## src/logic/fp_exc_pkg.sv

```systemverilog
package fp_exc_pkg;

  // condition flag vector layout
  localparam int FLAG_W   = 13;
  localparam int TAG_W    = 8;
  localparam int ENABLE_W = 5;

  localparam int INV_SIGNALING_NAN    = 0;
  localparam int INV_INF_MINUS_INF    = 1;
  localparam int INV_INF_DIV_INF      = 2;
  localparam int INV_ZERO_DIV_ZERO    = 3;
  localparam int INV_INF_TIMES_ZERO   = 4;
  localparam int INV_COMPARE          = 5;
  localparam int INV_SOFTWARE_REQUEST = 6;
  localparam int INV_INTEGER_CONVERT  = 7;
  localparam int INV_SQUARE_ROOT      = 8;
  localparam int ZERO_DIVIDE_FLAG     = 9;
  localparam int OVERFLOW_FLAG        = 10;
  localparam int UNDERFLOW_FLAG       = 11;
  localparam int INEXACT_FLAG         = 12;
  localparam int INV_COUNT            = 9;

  // status-control register bit positions
  localparam int INVALID_OP_ENABLE         = 24;
  localparam int OVERFLOW_ENABLE           = 25;
  localparam int UNDERFLOW_ENABLE          = 26;
  localparam int ZERO_DIVIDE_ENABLE        = 27;
  localparam int INEXACT_ENABLE            = 28;
  localparam int INVALID_OP_SUMMARY        = 29;
  localparam int ENABLED_EXCEPTION_SUMMARY = 30;
  localparam int FP_EXCEPTION_SUMMARY      = 31;

  // byte addresses on the register bus
  localparam logic [3:0] ADDR_STATUS_CONTROL = 4'h0;
  localparam logic [3:0] ADDR_SET_STATUS_BIT = 4'h4;
  localparam logic [3:0] ADDR_MACHINE_STATE  = 4'h8;
  localparam logic [3:0] ADDR_EXCEPTION_INFO = 4'hC;

  // reset values
  localparam logic [FLAG_W-1:0]   FLAGS_RESET   = 13'h0000;
  localparam logic [ENABLE_W-1:0] ENABLES_RESET = 5'h00;
  localparam logic [1:0]          MODE_RESET    = 2'h0;
  localparam logic [TAG_W-1:0]    TAG_RESET     = 8'h00;

  // imprecise delivery lag
  localparam int CLOCK_PERIOD_NS     = 100;
  localparam int IMPRECISE_LAG_NS    = 800;
  localparam int IMPRECISE_LAG_CYCLES =
    (IMPRECISE_LAG_NS / CLOCK_PERIOD_NS) < 1 ? 1 : (IMPRECISE_LAG_NS / CLOCK_PERIOD_NS);
  localparam logic [3:0] LAG_LAST   = 4'(IMPRECISE_LAG_CYCLES - 1);

  // trap mode = {fp_trap_mode_bit_a, fp_trap_mode_bit_b}
  typedef enum logic [1:0] {
    MODE_IGNORE     = 2'b00,
    MODE_IMP_NONREC = 2'b01,
    MODE_IMP_REC    = 2'b10,
    MODE_PRECISE    = 2'b11
  } trap_mode_t;

  typedef enum logic [0:0] {
    DLV_IDLE    = 1'b0,
    DLV_PENDING = 1'b1
  } dlv_state_t;

  // enables {inexact, zero divide, underflow, overflow, invalid} to per-flag mask
  function automatic logic [FLAG_W-1:0] enable_mask(input logic [ENABLE_W-1:0] en);
    logic [FLAG_W-1:0] m;
    m = {FLAG_W{1'b0}};
    m[INV_COUNT-1:0]    = {INV_COUNT{en[0]}};
    m[OVERFLOW_FLAG]    = en[1];
    m[UNDERFLOW_FLAG]   = en[2];
    m[ZERO_DIVIDE_FLAG] = en[3];
    m[INEXACT_FLAG]     = en[4];
    return m;
  endfunction

endpackage

```

## src/logic/cond_check_if.sv

```systemverilog
`timescale 1ns/1ps
`default_nettype none
interface cond_check_if;
  logic [12:0] cond;
  logic [4:0]  enables;
  logic        hit;
  logic        suppress;
  logic        legal;

  modport checker_side (input cond, input enables, output hit, output suppress, output legal);
  modport core_side    (output cond, output enables, input hit, input suppress, input legal);
endinterface
`default_nettype wire

```

## src/logic/cond_classifier.sv

```systemverilog
`timescale 1ns/1ps
`default_nettype none
module cond_classifier (
  cond_check_if.checker_side ck
);
  logic [fp_exc_pkg::FLAG_W-1:0] gated;
  logic [8:0]                    inv;
  logic [3:0]                    other;

  always_comb begin
    gated = ck.cond & fp_exc_pkg::enable_mask(ck.enables); // [RL2]
    inv   = ck.cond[8:0];
    other = ck.cond[12:9];
  end

  // any raised condition under a set enable
  assign ck.hit = |gated; // [RL4]

  // enabled invalid or enabled zero divide suppresses the write
  assign ck.suppress = (|gated[8:0]) | gated[fp_exc_pkg::ZERO_DIVIDE_FLAG]; // [RL11]

  // only the documented multi-flag combinations
  always_comb begin
    if (inv == 9'h000) begin
      ck.legal = $onehot0(other) || other == 4'hA || other == 4'hC; // [RL9]
    end else if (other == 4'h0) begin
      ck.legal = $onehot0(inv) || inv == 9'h011 || inv == 9'h021 || inv == 9'h081; // [RL10]
    end else begin
      ck.legal = 1'b0;
    end
  end
endmodule
`default_nettype wire

```

## src/logic/fp_exception_unit.sv

```systemverilog
// Notes on behaviour
// RL1: one sticky flag per condition and category
// RL2: raising decided only by instruction and operands
// RL3: no enabled condition: default result written
// RL4: enabled condition sets flags and summary
// RL5: completed instruction with summary traps if mode
// RL6: summary set on any flag rising
// RL7: software setting a flag sets summary
// RL8: enabled summary is flags and enables
// RL9: inexact pairs only with overflow or underflow
// RL10: signaling NaN pairs in three cases only
// RL11: enabled invalid or zero divide suppresses write
// RL12: all other conditions write a result
// RL13: enable selects trap value or default value
// RL14: trap mode never changes stored results
// RL15: ignore mode never raises program exception
// RL16: nonrecoverable mode raises late, tag invalid
// RL17: recoverable mode raises late, tag, pipeline held
// RL18: precise mode raises at faulting instruction
// RL19: disabled conditions never raise the exception
// RL20: status access forces pending delivery
// RL21: software uses imprecise mode for traps
// RL22: software avoids ignore mode with enables
// RL23: enables at status bits 24 to 28
// RL24: flags stay set until software clears
//
// Decided for this implementation: the Avalon-MM slave port and the register offsets.
`timescale 1ns/1ps
`default_nettype none
module fp_exception_unit (
  input  wire logic        clock,
  input  wire logic        rst_b,
  input  wire logic [3:0]  avAddress,
  input  wire logic        avRead,
  input  wire logic        avWrite,
  input  wire logic [31:0] avWriteData,
  output logic      [31:0] avReadData,
  output logic             avWaitRequest,
  input  wire logic        opValid,
  input  wire logic [12:0] opCond,
  input  wire logic [7:0]  opTag,
  output logic             resValid,
  output logic             resWrite,
  output logic             resTrapValue,
  output logic      [7:0]  resTag,
  output logic             pairError,
  output logic             progExc,
  output logic      [7:0]  excTag,
  output logic             excTagValid,
  output logic             pipeHold
);

  localparam int DlvMax = fp_exc_pkg::IMPRECISE_LAG_CYCLES + 1;

  cond_check_if ck ();

  cond_classifier u_classifier (
    .ck (ck.checker_side)
  );

  logic [12:0]              flags_q;
  logic [12:0]              flags_d;
  logic [4:0]               enables_q;
  logic [4:0]               enables_d;
  logic                     fx_q;
  logic                     fx_d;
  fp_exc_pkg::trap_mode_t   trapMode_q;
  fp_exc_pkg::dlv_state_t   dlvState_q;
  logic [3:0]               lagCnt_q;
  logic                     waitReq_q;
  logic [31:0]              readData_q;
  logic                     resValid_q;
  logic                     resWrite_q;
  logic                     resTrapValue_q;
  logic [7:0]               resTag_q;
  logic                     pairError_q;
  logic                     progExc_q;
  logic [7:0]               excTag_q;
  logic                     excTagValid_q;
  logic                     pipeHold_q;
  logic                     fexPrev_q;
  logic                     swWrPrev_q;
  logic                     busReq;
  logic                     capture;
  logic                     accept;
  logic                     wrStatus;
  logic                     wrSetBit;
  logic                     wrMachine;
  logic                     statusAccess;
  logic [4:0]               setIdx;
  logic                     fexNow;
  logic                     opRise;
  logic                     opTrigger;
  logic                     swTrigger;
  logic                     trigger;
  logic                     lagDone;
  logic                     raiseNow;

  assign ck.cond    = opCond;
  assign ck.enables = enables_q;

  // bus decode: request seen with waitrequest high, done one edge later
  assign busReq       = avRead | avWrite;
  assign capture      = busReq & waitReq_q;
  assign accept       = busReq & ~waitReq_q;
  assign wrStatus     = accept & avWrite & (avAddress == fp_exc_pkg::ADDR_STATUS_CONTROL);
  assign wrSetBit     = accept & avWrite & (avAddress == fp_exc_pkg::ADDR_SET_STATUS_BIT);
  assign wrMachine    = accept & avWrite & (avAddress == fp_exc_pkg::ADDR_MACHINE_STATE);
  assign statusAccess = accept & ((avAddress == fp_exc_pkg::ADDR_STATUS_CONTROL) |
                                  (avAddress == fp_exc_pkg::ADDR_SET_STATUS_BIT));
  assign setIdx       = avWriteData[4:0];

  // enabled summary from flags and enables
  assign fexNow = |(flags_q & fp_exc_pkg::enable_mask(enables_q)); // [RL8]
  assign opRise = opValid & (|(opCond & ~flags_q));

  assign opTrigger = opValid & ck.hit; // [RL5] [RL19]
  assign swTrigger = swWrPrev_q & fexNow & ~fexPrev_q;
  assign trigger   = opTrigger | swTrigger;
  assign lagDone   = (lagCnt_q == fp_exc_pkg::LAG_LAST);
  assign raiseNow  = (dlvState_q == fp_exc_pkg::DLV_PENDING) & (trapMode_q != fp_exc_pkg::MODE_IGNORE) &
                     (lagDone | statusAccess);

  // waitrequest handshake
  always_ff @(posedge clock or negedge rst_b) begin
    if (!rst_b) begin
      waitReq_q <= 1'b1;
    end else begin
      waitReq_q <= ~capture;
    end
  end

  // read data captured at the edge that drops waitrequest
  always_ff @(posedge clock or negedge rst_b) begin
    if (!rst_b) begin
      readData_q <= 32'h00000000;
    end else if (capture && avRead) begin
      case (avAddress)
        fp_exc_pkg::ADDR_STATUS_CONTROL: begin
          readData_q <= {fx_q, fexNow, |flags_q[8:0], enables_q, 11'h000, flags_q}; // [RL23]
        end
        fp_exc_pkg::ADDR_MACHINE_STATE: begin
          readData_q <= {30'h00000000, trapMode_q};
        end
        fp_exc_pkg::ADDR_EXCEPTION_INFO: begin
          readData_q <= {22'h000000, pipeHold_q, dlvState_q, excTag_q};
        end
        default: begin
          readData_q <= 32'h00000000;
        end
      endcase
    end
  end

  // condition flags: hardware set wins over software clear
  always_comb begin
    flags_d = wrStatus ? avWriteData[12:0] : flags_q; // [RL24]
    if (wrSetBit && setIdx < 5'(fp_exc_pkg::FLAG_W)) begin
      flags_d[setIdx[3:0]] = 1'b1;
    end
    if (opValid) begin
      flags_d = flags_d | opCond; // [RL1]
    end
  end

  always_ff @(posedge clock or negedge rst_b) begin
    if (!rst_b) begin
      flags_q <= fp_exc_pkg::FLAGS_RESET;
    end else begin
      flags_q <= flags_d;
    end
  end

  // enables at status bits 24 to 28
  always_comb begin
    enables_d = wrStatus ? avWriteData[fp_exc_pkg::INEXACT_ENABLE:fp_exc_pkg::INVALID_OP_ENABLE] : enables_q; // [RL23]
    if (wrSetBit && setIdx >= 5'(fp_exc_pkg::INVALID_OP_ENABLE) && setIdx <= 5'(fp_exc_pkg::INEXACT_ENABLE)) begin
      enables_d[3'(setIdx - 5'(fp_exc_pkg::INVALID_OP_ENABLE))] = 1'b1;
    end
  end

  always_ff @(posedge clock or negedge rst_b) begin
    if (!rst_b) begin
      enables_q <= fp_exc_pkg::ENABLES_RESET;
    end else begin
      enables_q <= enables_d;
    end
  end

  // exception summary
  always_comb begin
    fx_d = fx_q;
    if (wrStatus) begin
      fx_d = avWriteData[fp_exc_pkg::FP_EXCEPTION_SUMMARY] | (|avWriteData[12:0]); // [RL7]
    end
    if (wrSetBit && (setIdx < 5'(fp_exc_pkg::FLAG_W) || setIdx == 5'(fp_exc_pkg::FP_EXCEPTION_SUMMARY))) begin
      fx_d = 1'b1; // [RL7]
    end
    if (opRise || opTrigger) begin
      fx_d = 1'b1; // [RL6] [RL4]
    end
  end

  always_ff @(posedge clock or negedge rst_b) begin
    if (!rst_b) begin
      fx_q <= 1'b0;
    end else begin
      fx_q <= fx_d;
    end
  end

  // trap mode bits
  always_ff @(posedge clock or negedge rst_b) begin
    if (!rst_b) begin
      trapMode_q <= fp_exc_pkg::trap_mode_t'(fp_exc_pkg::MODE_RESET);
    end else if (wrMachine) begin
      trapMode_q <= fp_exc_pkg::trap_mode_t'(avWriteData[1:0]);
    end
  end

  // edge detect of software-caused enabled summary
  always_ff @(posedge clock or negedge rst_b) begin
    if (!rst_b) begin
      fexPrev_q  <= 1'b0;
      swWrPrev_q <= 1'b0;
    end else begin
      fexPrev_q  <= fexNow;
      swWrPrev_q <= wrStatus | wrSetBit;
    end
  end

  // result completion, independent of trap mode
  always_ff @(posedge clock or negedge rst_b) begin
    if (!rst_b) begin
      resValid_q     <= 1'b0;
      resWrite_q     <= 1'b0;
      resTrapValue_q <= 1'b0;
      resTag_q       <= fp_exc_pkg::TAG_RESET;
    end else begin
      resValid_q     <= opValid;
      resWrite_q     <= opValid & ~ck.suppress; // [RL3] [RL11] [RL12] [RL14]
      resTrapValue_q <= opValid & ck.hit; // [RL13]
      if (opValid) begin
        resTag_q <= opTag;
      end
    end
  end

  always_ff @(posedge clock or negedge rst_b) begin
    if (!rst_b) begin
      pairError_q <= 1'b0;
    end else begin
      pairError_q <= opValid & ~ck.legal; // [RL9] [RL10]
    end
  end

  // delivery state
  always_ff @(posedge clock or negedge rst_b) begin
    if (!rst_b) begin
      dlvState_q <= fp_exc_pkg::DLV_IDLE;
      lagCnt_q   <= 4'h0;
    end else begin
      case (dlvState_q)
        fp_exc_pkg::DLV_IDLE: begin
          lagCnt_q <= 4'h0;
          if (trigger && (trapMode_q == fp_exc_pkg::MODE_IMP_NONREC ||
                          trapMode_q == fp_exc_pkg::MODE_IMP_REC)) begin
            dlvState_q <= fp_exc_pkg::DLV_PENDING; // [RL16] [RL17]
          end
        end
        fp_exc_pkg::DLV_PENDING: begin
          lagCnt_q <= lagCnt_q + 4'h1;
          if (trapMode_q == fp_exc_pkg::MODE_IGNORE || raiseNow) begin
            dlvState_q <= fp_exc_pkg::DLV_IDLE; // [RL20]
          end
        end
        default: begin
          dlvState_q <= fp_exc_pkg::DLV_IDLE;
        end
      endcase
    end
  end

  // program exception pulse
  always_ff @(posedge clock or negedge rst_b) begin
    if (!rst_b) begin
      progExc_q <= 1'b0;
    end else begin
      progExc_q <= ((dlvState_q == fp_exc_pkg::DLV_IDLE) & trigger &
                    (trapMode_q == fp_exc_pkg::MODE_PRECISE)) | raiseNow; // [RL15] [RL18] [RL20]
    end
  end

  // faulting instruction identity
  always_ff @(posedge clock or negedge rst_b) begin
    if (!rst_b) begin
      excTag_q      <= fp_exc_pkg::TAG_RESET;
      excTagValid_q <= 1'b0;
    end else if (dlvState_q == fp_exc_pkg::DLV_IDLE && trigger &&
                 trapMode_q != fp_exc_pkg::MODE_IGNORE) begin
      excTag_q      <= opTrigger ? opTag : fp_exc_pkg::TAG_RESET;
      excTagValid_q <= opTrigger & (trapMode_q != fp_exc_pkg::MODE_IMP_NONREC); // [RL16] [RL17]
    end
  end

  // recoverable mode holds younger instructions until delivery
  always_ff @(posedge clock or negedge rst_b) begin
    if (!rst_b) begin
      pipeHold_q <= 1'b0;
    end else if (dlvState_q == fp_exc_pkg::DLV_IDLE) begin
      pipeHold_q <= trigger & (trapMode_q == fp_exc_pkg::MODE_IMP_REC); // [RL17]
    end else if (trapMode_q == fp_exc_pkg::MODE_IGNORE || raiseNow) begin
      pipeHold_q <= 1'b0;
    end
  end

  assign avReadData    = readData_q;
  assign avWaitRequest = waitReq_q;
  assign resValid      = resValid_q;
  assign resWrite      = resWrite_q;
  assign resTrapValue  = resTrapValue_q;
  assign resTag        = resTag_q;
  assign pairError     = pairError_q;
  assign progExc       = progExc_q;
  assign excTag        = excTag_q;
  assign excTagValid   = excTagValid_q;
  assign pipeHold      = pipeHold_q;
endmodule
`default_nettype wire

```

## config.mk

```make
export PLATFORM = sky130hd
export DESIGN_NAME = fp_exception_unit
export DESIGN_NICKNAME = d
export VERILOG_FILES = /design/src/logic/fp_exc_pkg.sv /design/src/logic/cond_check_if.sv /design/src/logic/cond_classifier.sv /design/src/logic/fp_exception_unit.sv
export SDC_FILE = /design/constraint.sdc
export NUM_CORES = 1
export LEC_CHECK = 0
export CELL_PAD_IN_SITES_DETAIL_PLACEMENT = 0
export CELL_PAD_IN_SITES_GLOBAL_PLACEMENT = 1
export CORE_MARGIN = 1
export CORE_UTILIZATION = 50
export DETAILED_ROUTE_END_ITERATION = 10
export DONT_BUFFER_PORTS = 1
export PLACE_DENSITY = 0.89
export SETUP_SLACK_MARGIN = 0.15
export SYNTH_ARGS = -nofsm -noshare
export SYNTH_HDL_FRONTEND = slang
export SYNTH_SLANG_ARGS = --single-unit
```

## constraint.sdc

```tcl
create_clock -name clock -period 3.7 [get_ports clock]
set_input_delay 0.37 -clock clock [delete_from_list [all_inputs] [get_ports clock]]
set_output_delay 0.37 -clock clock [all_outputs]
set_load 0.1 [all_outputs]
```

==> flow_summary.yaml, run 1 <==
run_status:
  outcome: "completed"
floorplan:
  rows: 31
  start_util: 0.531
  die_area_um2: 8220
  die_h_um: 90.7
  ioPinCount: 118
  fp.dieW_um: 90.7
  core_area_um2: 7410
routing:
  dr.max_layer_used: "met4"
  viasPerCell: 6.14
  drt-total-wl_um: 9840
  vias: 2976
  ant_nets: 0
  dr.first_iter.drc_count: 294
  met1_length_um: 4230
  drt_first_pass_iters: 5
  wl_met2_um: 4870
  detail_route.wl_per_cell_um: 20.3
  dr_wl_met3_um: 603
  drc: 0
worst_setup_path:
  endpoint_kind: "register"
  required_ps: 3920
  path_buf_inv: 0
  cp.arrival_ps: 2750
  path_delay_family: "simple AND/OR/NAND/NOR gates"
  critPathLaunchType: "register"
  critPathMaxStageDelay_ps: 620
  crit_chain: "nor4b_4 > nand2_1 > a221oi_1 > o21ai_0"
  crit_path_top_delay_cell: "nand2_1"
  crit_type: "reg2reg"
  cp_max_fo: 20
final_layout:
  fin_nets: 474
  fillers: 643
  final_common_cell: "dfrtp_1"
  synthToLayoutAreaGrowth_pct: 7.64
  final_util: 0.571
  final_cell_mix: "72 x dfrtp_1, 35 x nand2_1, 30 x inv_1"
  fin_area_um2: 4230
  drive_gt1_frac: 0.0907
  diodes: 0
timing:
  grt_setup_unrepaired: "false"
  fin_worst_skew_ps: 8.52
  finalCritPeriodShare: 0.683
  drv_slew: 0
  slew_headroom: 0.311
  setup_viol: 0
  min_period_ps: 2530
  max_freq_ghz: 0.396
  timing.setup.tns_ps: 0
  worst_slew_pin_slew_ps: 1030
  finalHoldViolCount: 0
clock_network:
  clkSlewWorstSetupHoldPaths_ps: 80
  clk_latency_ps: 350
  clock-sinks: 73
  cts_setup_buffers: 0
  cts_buffer_depth: 2
  root_buffer: "clkbuf_8"
  cts_tree: "yes"
  cts_buffers: 9
  cts_max_level: 3
placed_design:
  post_dp_cell_area_um2: 3970
  place_hpwl_um: 7480
  port-buffer-count: 0
  place.gp.congestion: 0.889
global_routing:
  grt_pass1_wl_um: 16000
  grt_overflow: 0
  antenna_found_initial: 0
  grt_use_total: 0.252
  grt_pass1_vias: 2985
  grt_max_degree: 74
min_path:
  min_path_type: "in2reg"
synthesis:
  synthFlopType: "dfrtp_1"
  synth_seq_area_share: 0.465
  ys_ff_latch: 73
  synth_area_um2: 3930
  postSynthCellCount: 379
  synth_enable_flop_cells: 0
  async_reset_ff_frac: 1.00
  ys_types: 49
  avgSynthCellArea_um2: 10.4
  yosysWarnings: 0
run:
  drv_cap: 0
power_and_ir_drop:
  ir_worst_vdd_v: 0.000523
  p_leak_nw: 1.94
  power_density_nw_per_um2: 633
  fin_total_pwr_mw: 2.68
-- per-layer routing --
layer  vias to the layer above  track usage
met5                         -            0
met4                         0       0.0806
met3                        14       0.0640
met2                       112        0.402
met1                      1503        0.336
li1                       1347            -
-- through the flow --
stage | instances | hold WS [ps] | setup WS, ps
after global routing | 485 | 41.7 | 966
final | 485 | 54.1 | 1170
after global placement | 467 | 75.7 | 863
after floorplan | 389 | 74.4 | 980
after detailed placement | 467 | 75.7 | 821
after CTS | 485 | 40.3 | 1180
-- registers in the layout, indices dropped and copies added (netlist names), 2 cells and up --
signal	count
avReadData	21
flags_q	13
excTag	8
resTag	8
ck.enables	5
lagCnt_q	4
trapMode_q	2
-- where the power goes --
part | switching [mW] | internal, mW
logic | 0.229 | 0.159
clock network | 0.306 | 0.382
registers | 0.701 | 0.901
total | 1.24 | 1.44
-- cell usage after synthesis (all sizes together) (4+ instances only) --
library cell / instances / share of area
and3: 8 / 0.013
dfrtp: 72 / 0.46
mux2i: 7 / 0.018
nand3b: 5 / 0.011
buf: 16 / 0.027
a221oi: 6 / 0.013
mux2: 10 / 0.029
nor2: 24 / 0.024
a22oi: 12 / 0.023
o211ai: 6 / 0.011
o21ai: 22 / 0.029
a22o: 20 / 0.045
nand3: 9 / 0.011
fa: 6 / 0.031
nor4: 7 / 0.011
a21oi: 4 / 0.0051
ha: 25 / 0.080
nor3: 6 / 0.0076
o22ai: 11 / 0.018
inv: 30 / 0.029
clkbuf: 7 / 0.0067
nand2: 35 / 0.033
-- repair_timing --
action                    in CTS  in global routing
hold buffers                   2                  0
gates resized for setup        0                  0
hold endpoints to repair      73                  0
-- final timing paths --
path | from | depth (start not counted) | slack [ps] | to
min in group asynchronous | rst_b | 2 | 590 | flags_q[8]
setup reg to reg | avWaitRequest | 4 | 1170 | flags_q[8]
hold reg to reg | lagCnt_q[0] | 1 | 470 | lagCnt_q[0]
hold / removal | opValid | 0 | 50 | resValid
setup / recovery | avWaitRequest | 4 | 1170 | flags_q[8]
max in group asynchronous | rst_b | 2 | 2780 | avWaitRequest
-- worst reg2reg max path, delay by kind of cell, from the launching register on --
family	cells	cell delay, ps
simple gates	2	1220
compound gates	2	600
flops	1	580
-- cell families after synthesis --
| kind of cell | share of synthesized area |
|---|---|
| compound gates | 0.173 |
| xor+xnor | 0.00446 |
| fa+ha+maj | 0.110 |
| buf+inv | 0.0627 |
| flops | 0.465 |
| mux | 0.0465 |
| other cells | 0.000954 |
| simple gates | 0.138 |
-- cell type report --
cell class	count	area (um2)	area share
Clock buffer	10	128	0.0302
Clock inverter	6	92.6	0.0219
Inverter	30	113	0.0266
Multi-Input combinational cell	263	1890	0.448
Sequential cell	73	1830	0.432
Tap cell	99	124	0.0293
Timing Repair Buffer	4	52.6	0.0124
(Power assumes the default switching activity.)
==> run 2: changes to the inputs <==
CORE_UTILIZATION = 43   (was 50)
PLACE_DENSITY = 0.82   (was 0.89)
clock period = 2.2 ns   (was 3.7 ns; I/O delays follow)
==> run 2 against run 1 <==
Effect of this change: critical endpoint is now pairError; critical path type is now in2reg; register-to-register slack worse by 860 ps; the run now ends with design-rule violations left; total power up 74%; combinational power grew to 4.7 times the previous value; clock-buffer cell count decreased by 1; clock skew is 5.8 ps higher.
==> flow_summary.yaml, run 2 (synthesized netlist as in run 1, its figures left out) <==
global_routing:
  grt_overflow: 0
  grt_max_degree: 74
  grt_use_total: 0.236
  antenna_found_initial: 0
  grt_pass1_vias: 3273
  grt_pass1_wl_um: 17300
clock_network:
  cts_buffers: 9
  cts_setup_buffers: 0
  cts_tree: "yes"
  clkSlewWorstSetupHoldPaths_ps: 90
  cts_max_level: 3
  clock-sinks: 73
  cts_buffer_depth: 2
  root_buffer: "clkbuf_8"
  clk_latency_ps: 360
routing:
  viasPerCell: 5.66
  dr_wl_met3_um: 888
  detail_route.wl_per_cell_um: 19.3
  vias: 3229
  drc: 18
  ant_nets: 0
  dr.first_iter.drc_count: 263
  dr.max_layer_used: "met4"
  drt-total-wl_um: 11000
  drt_first_pass_iters: 10
  wl_met2_um: 5100
  met1_length_um: 4800
power_and_ir_drop:
  power_density_nw_per_um2: 942
  fin_total_pwr_mw: 4.67
  p_leak_nw: 2.28
  ir_worst_vdd_v: 0.000830
final_layout:
  final_util: 0.563
  diodes: 0
  synthToLayoutAreaGrowth_pct: 26.1
  largest_reg_flops: 21
  fin_nets: 550
  final_common_cell: "dfrtp_1"
  drive_gt1_frac: 0.234
  final_cell_mix: "72 x dfrtp_1, 53 x buf_4, 35 x nand2_1"
  fillers: 753
placed_design:
  place.gp.congestion: 0.901
  port-buffer-count: 0
  place_hpwl_um: 8040
worst_setup_path:
  cp-startpoint: "opCond[2]"
  timing.rr.end: "progExc"
  critPathLaunchType: "input port"
  critPathMaxStageDelay_ps: 550
  required_ps: 2440
  path_buf_inv: 3
  path_delay_family: "adder cells"
  endpoint_kind: "register"
  reg2reg_slack_ps: 310
  crit_type: "in2reg"
  cp.arrival_ps: 2350
  cp_max_fo: 4
  crit_chain: "ha_4 > inv_2 > fa_1 > inv_1 > fa_1 > ha_4 > inv_2 > fa_1 > nand3b_1 > nand2_1 > a41oi_2"
  critPathCapture: "pairError"
  reg2reg_depth: 5
  cpMostUsedCell: "fa_1"
  worst-path-stages: 11
  reg2reg_from: "flags_q[5]"
  crit_path_top_delay_cell: "fa_1"
floorplan:
  die_h_um: 97.6
  fp.dieW_um: 97.6
  start_util: 0.446
  ioPinCount: 118
  die_area_um2: 9530
  rows: 34
  core_area_um2: 8810
run:
  drv_cap: 0
run_status:
  failed_checks: "design-rule violations"
  outcome: "complete, but fails checks"
timing:
  worst_slew_pin_slew_ps: 910
  fin_worst_skew_ps: 14.3
  drv_slew: 0
  setup_viol: 0
  max_freq_ghz: 0.472
  grt_setup_unrepaired: "true"
  whs_ps: 7.48
  min_period_ps: 2120
  finalHoldViolCount: 0
  finalCritPeriodShare: 0.962
  slew_headroom: 0.394
min_path:
  min_path_type: "in2reg"
## run 2: changes by cell type in the layout (fill, tap and decap cells not counted), sizes merged, moves of 2 or more
| cell | before | now |
|---|---|---|
| inv | 30 | 35 |
| buf | 3 | 54 |
| dlygate4sd3 | 1 | 26 |
| bufinv | 2 | 0 |
## run 2: area by class of cell
| class | instances | area, um2 | area share |
|---|---|---|---|
| well taps | 108 | 135 | 0.0273 |
| clock buffers | 9 | 124 | 0.0250 |
| flip-flops and latches | 73 | 1830 | 0.369 |
| multi-input cells | 263 | 1990 | 0.401 |
| clock inverters | 7 | 67.6 | 0.0136 |
| inverters | 30 | 128 | 0.0258 |
| repair buffers | 80 | 686 | 0.138 |
## run 2: where the power goes
group	internal [mW]	leakage, nW	switching (mW)	total (mW)
logic	0.476	1.30	1.35	1.82
clock network	0.443	0.0962	0.601	1.04
registers	1.53	0.886	0.270	1.80
total	2.45	2.28	2.22	4.67
## run 2: worst register-to-register path: stages (launching register included)
cell and delay (ps):
dfrtp_1 410, nor4_1 280, nand3_1 230, a32o_1 330, or2_1 270, a32o_1 280
## run 2: worst min-delay path by stage
stage | from | to | cells after the start
floorplan | rst_b | avReadData[0] | 0
global placement | rst_b | avReadData[10] | 0
detailed placement | rst_b | resWrite | 0
CTS | opTag[1] | resTag[1] | 1
global route | opValid | resTag[5] | 1
finish | avWriteData[28] | ck.enables[4] | 2
## run 2: per-stage QoR
stage,instances,setup TNS (ps),setup WS (ps),cell area (um2)
after floorplan,389,-213,-213,4050
after global placement,527,-268,-268,4460
after detailed placement,527,-296,-296,4460
after CTS,558,0,83.7,4820
after global routing,570,0,29.5,4960
final,570,0,82.8,4960
## run 2: per-layer routing
metal  global-route usage  vias to the layer above
met2                0.374                      137
li1                     -                     1491
met1                0.311                     1582
met5                    0                        -
met4               0.0734                        0
met3               0.0691                       19
## run 2: timing repair
item,in CTS,in global routing
pin swaps,0,3
hold buffers,15,12
endpoints found under the setup margin,1,1
hold endpoints to repair,89,8
gates resized for setup,0,4
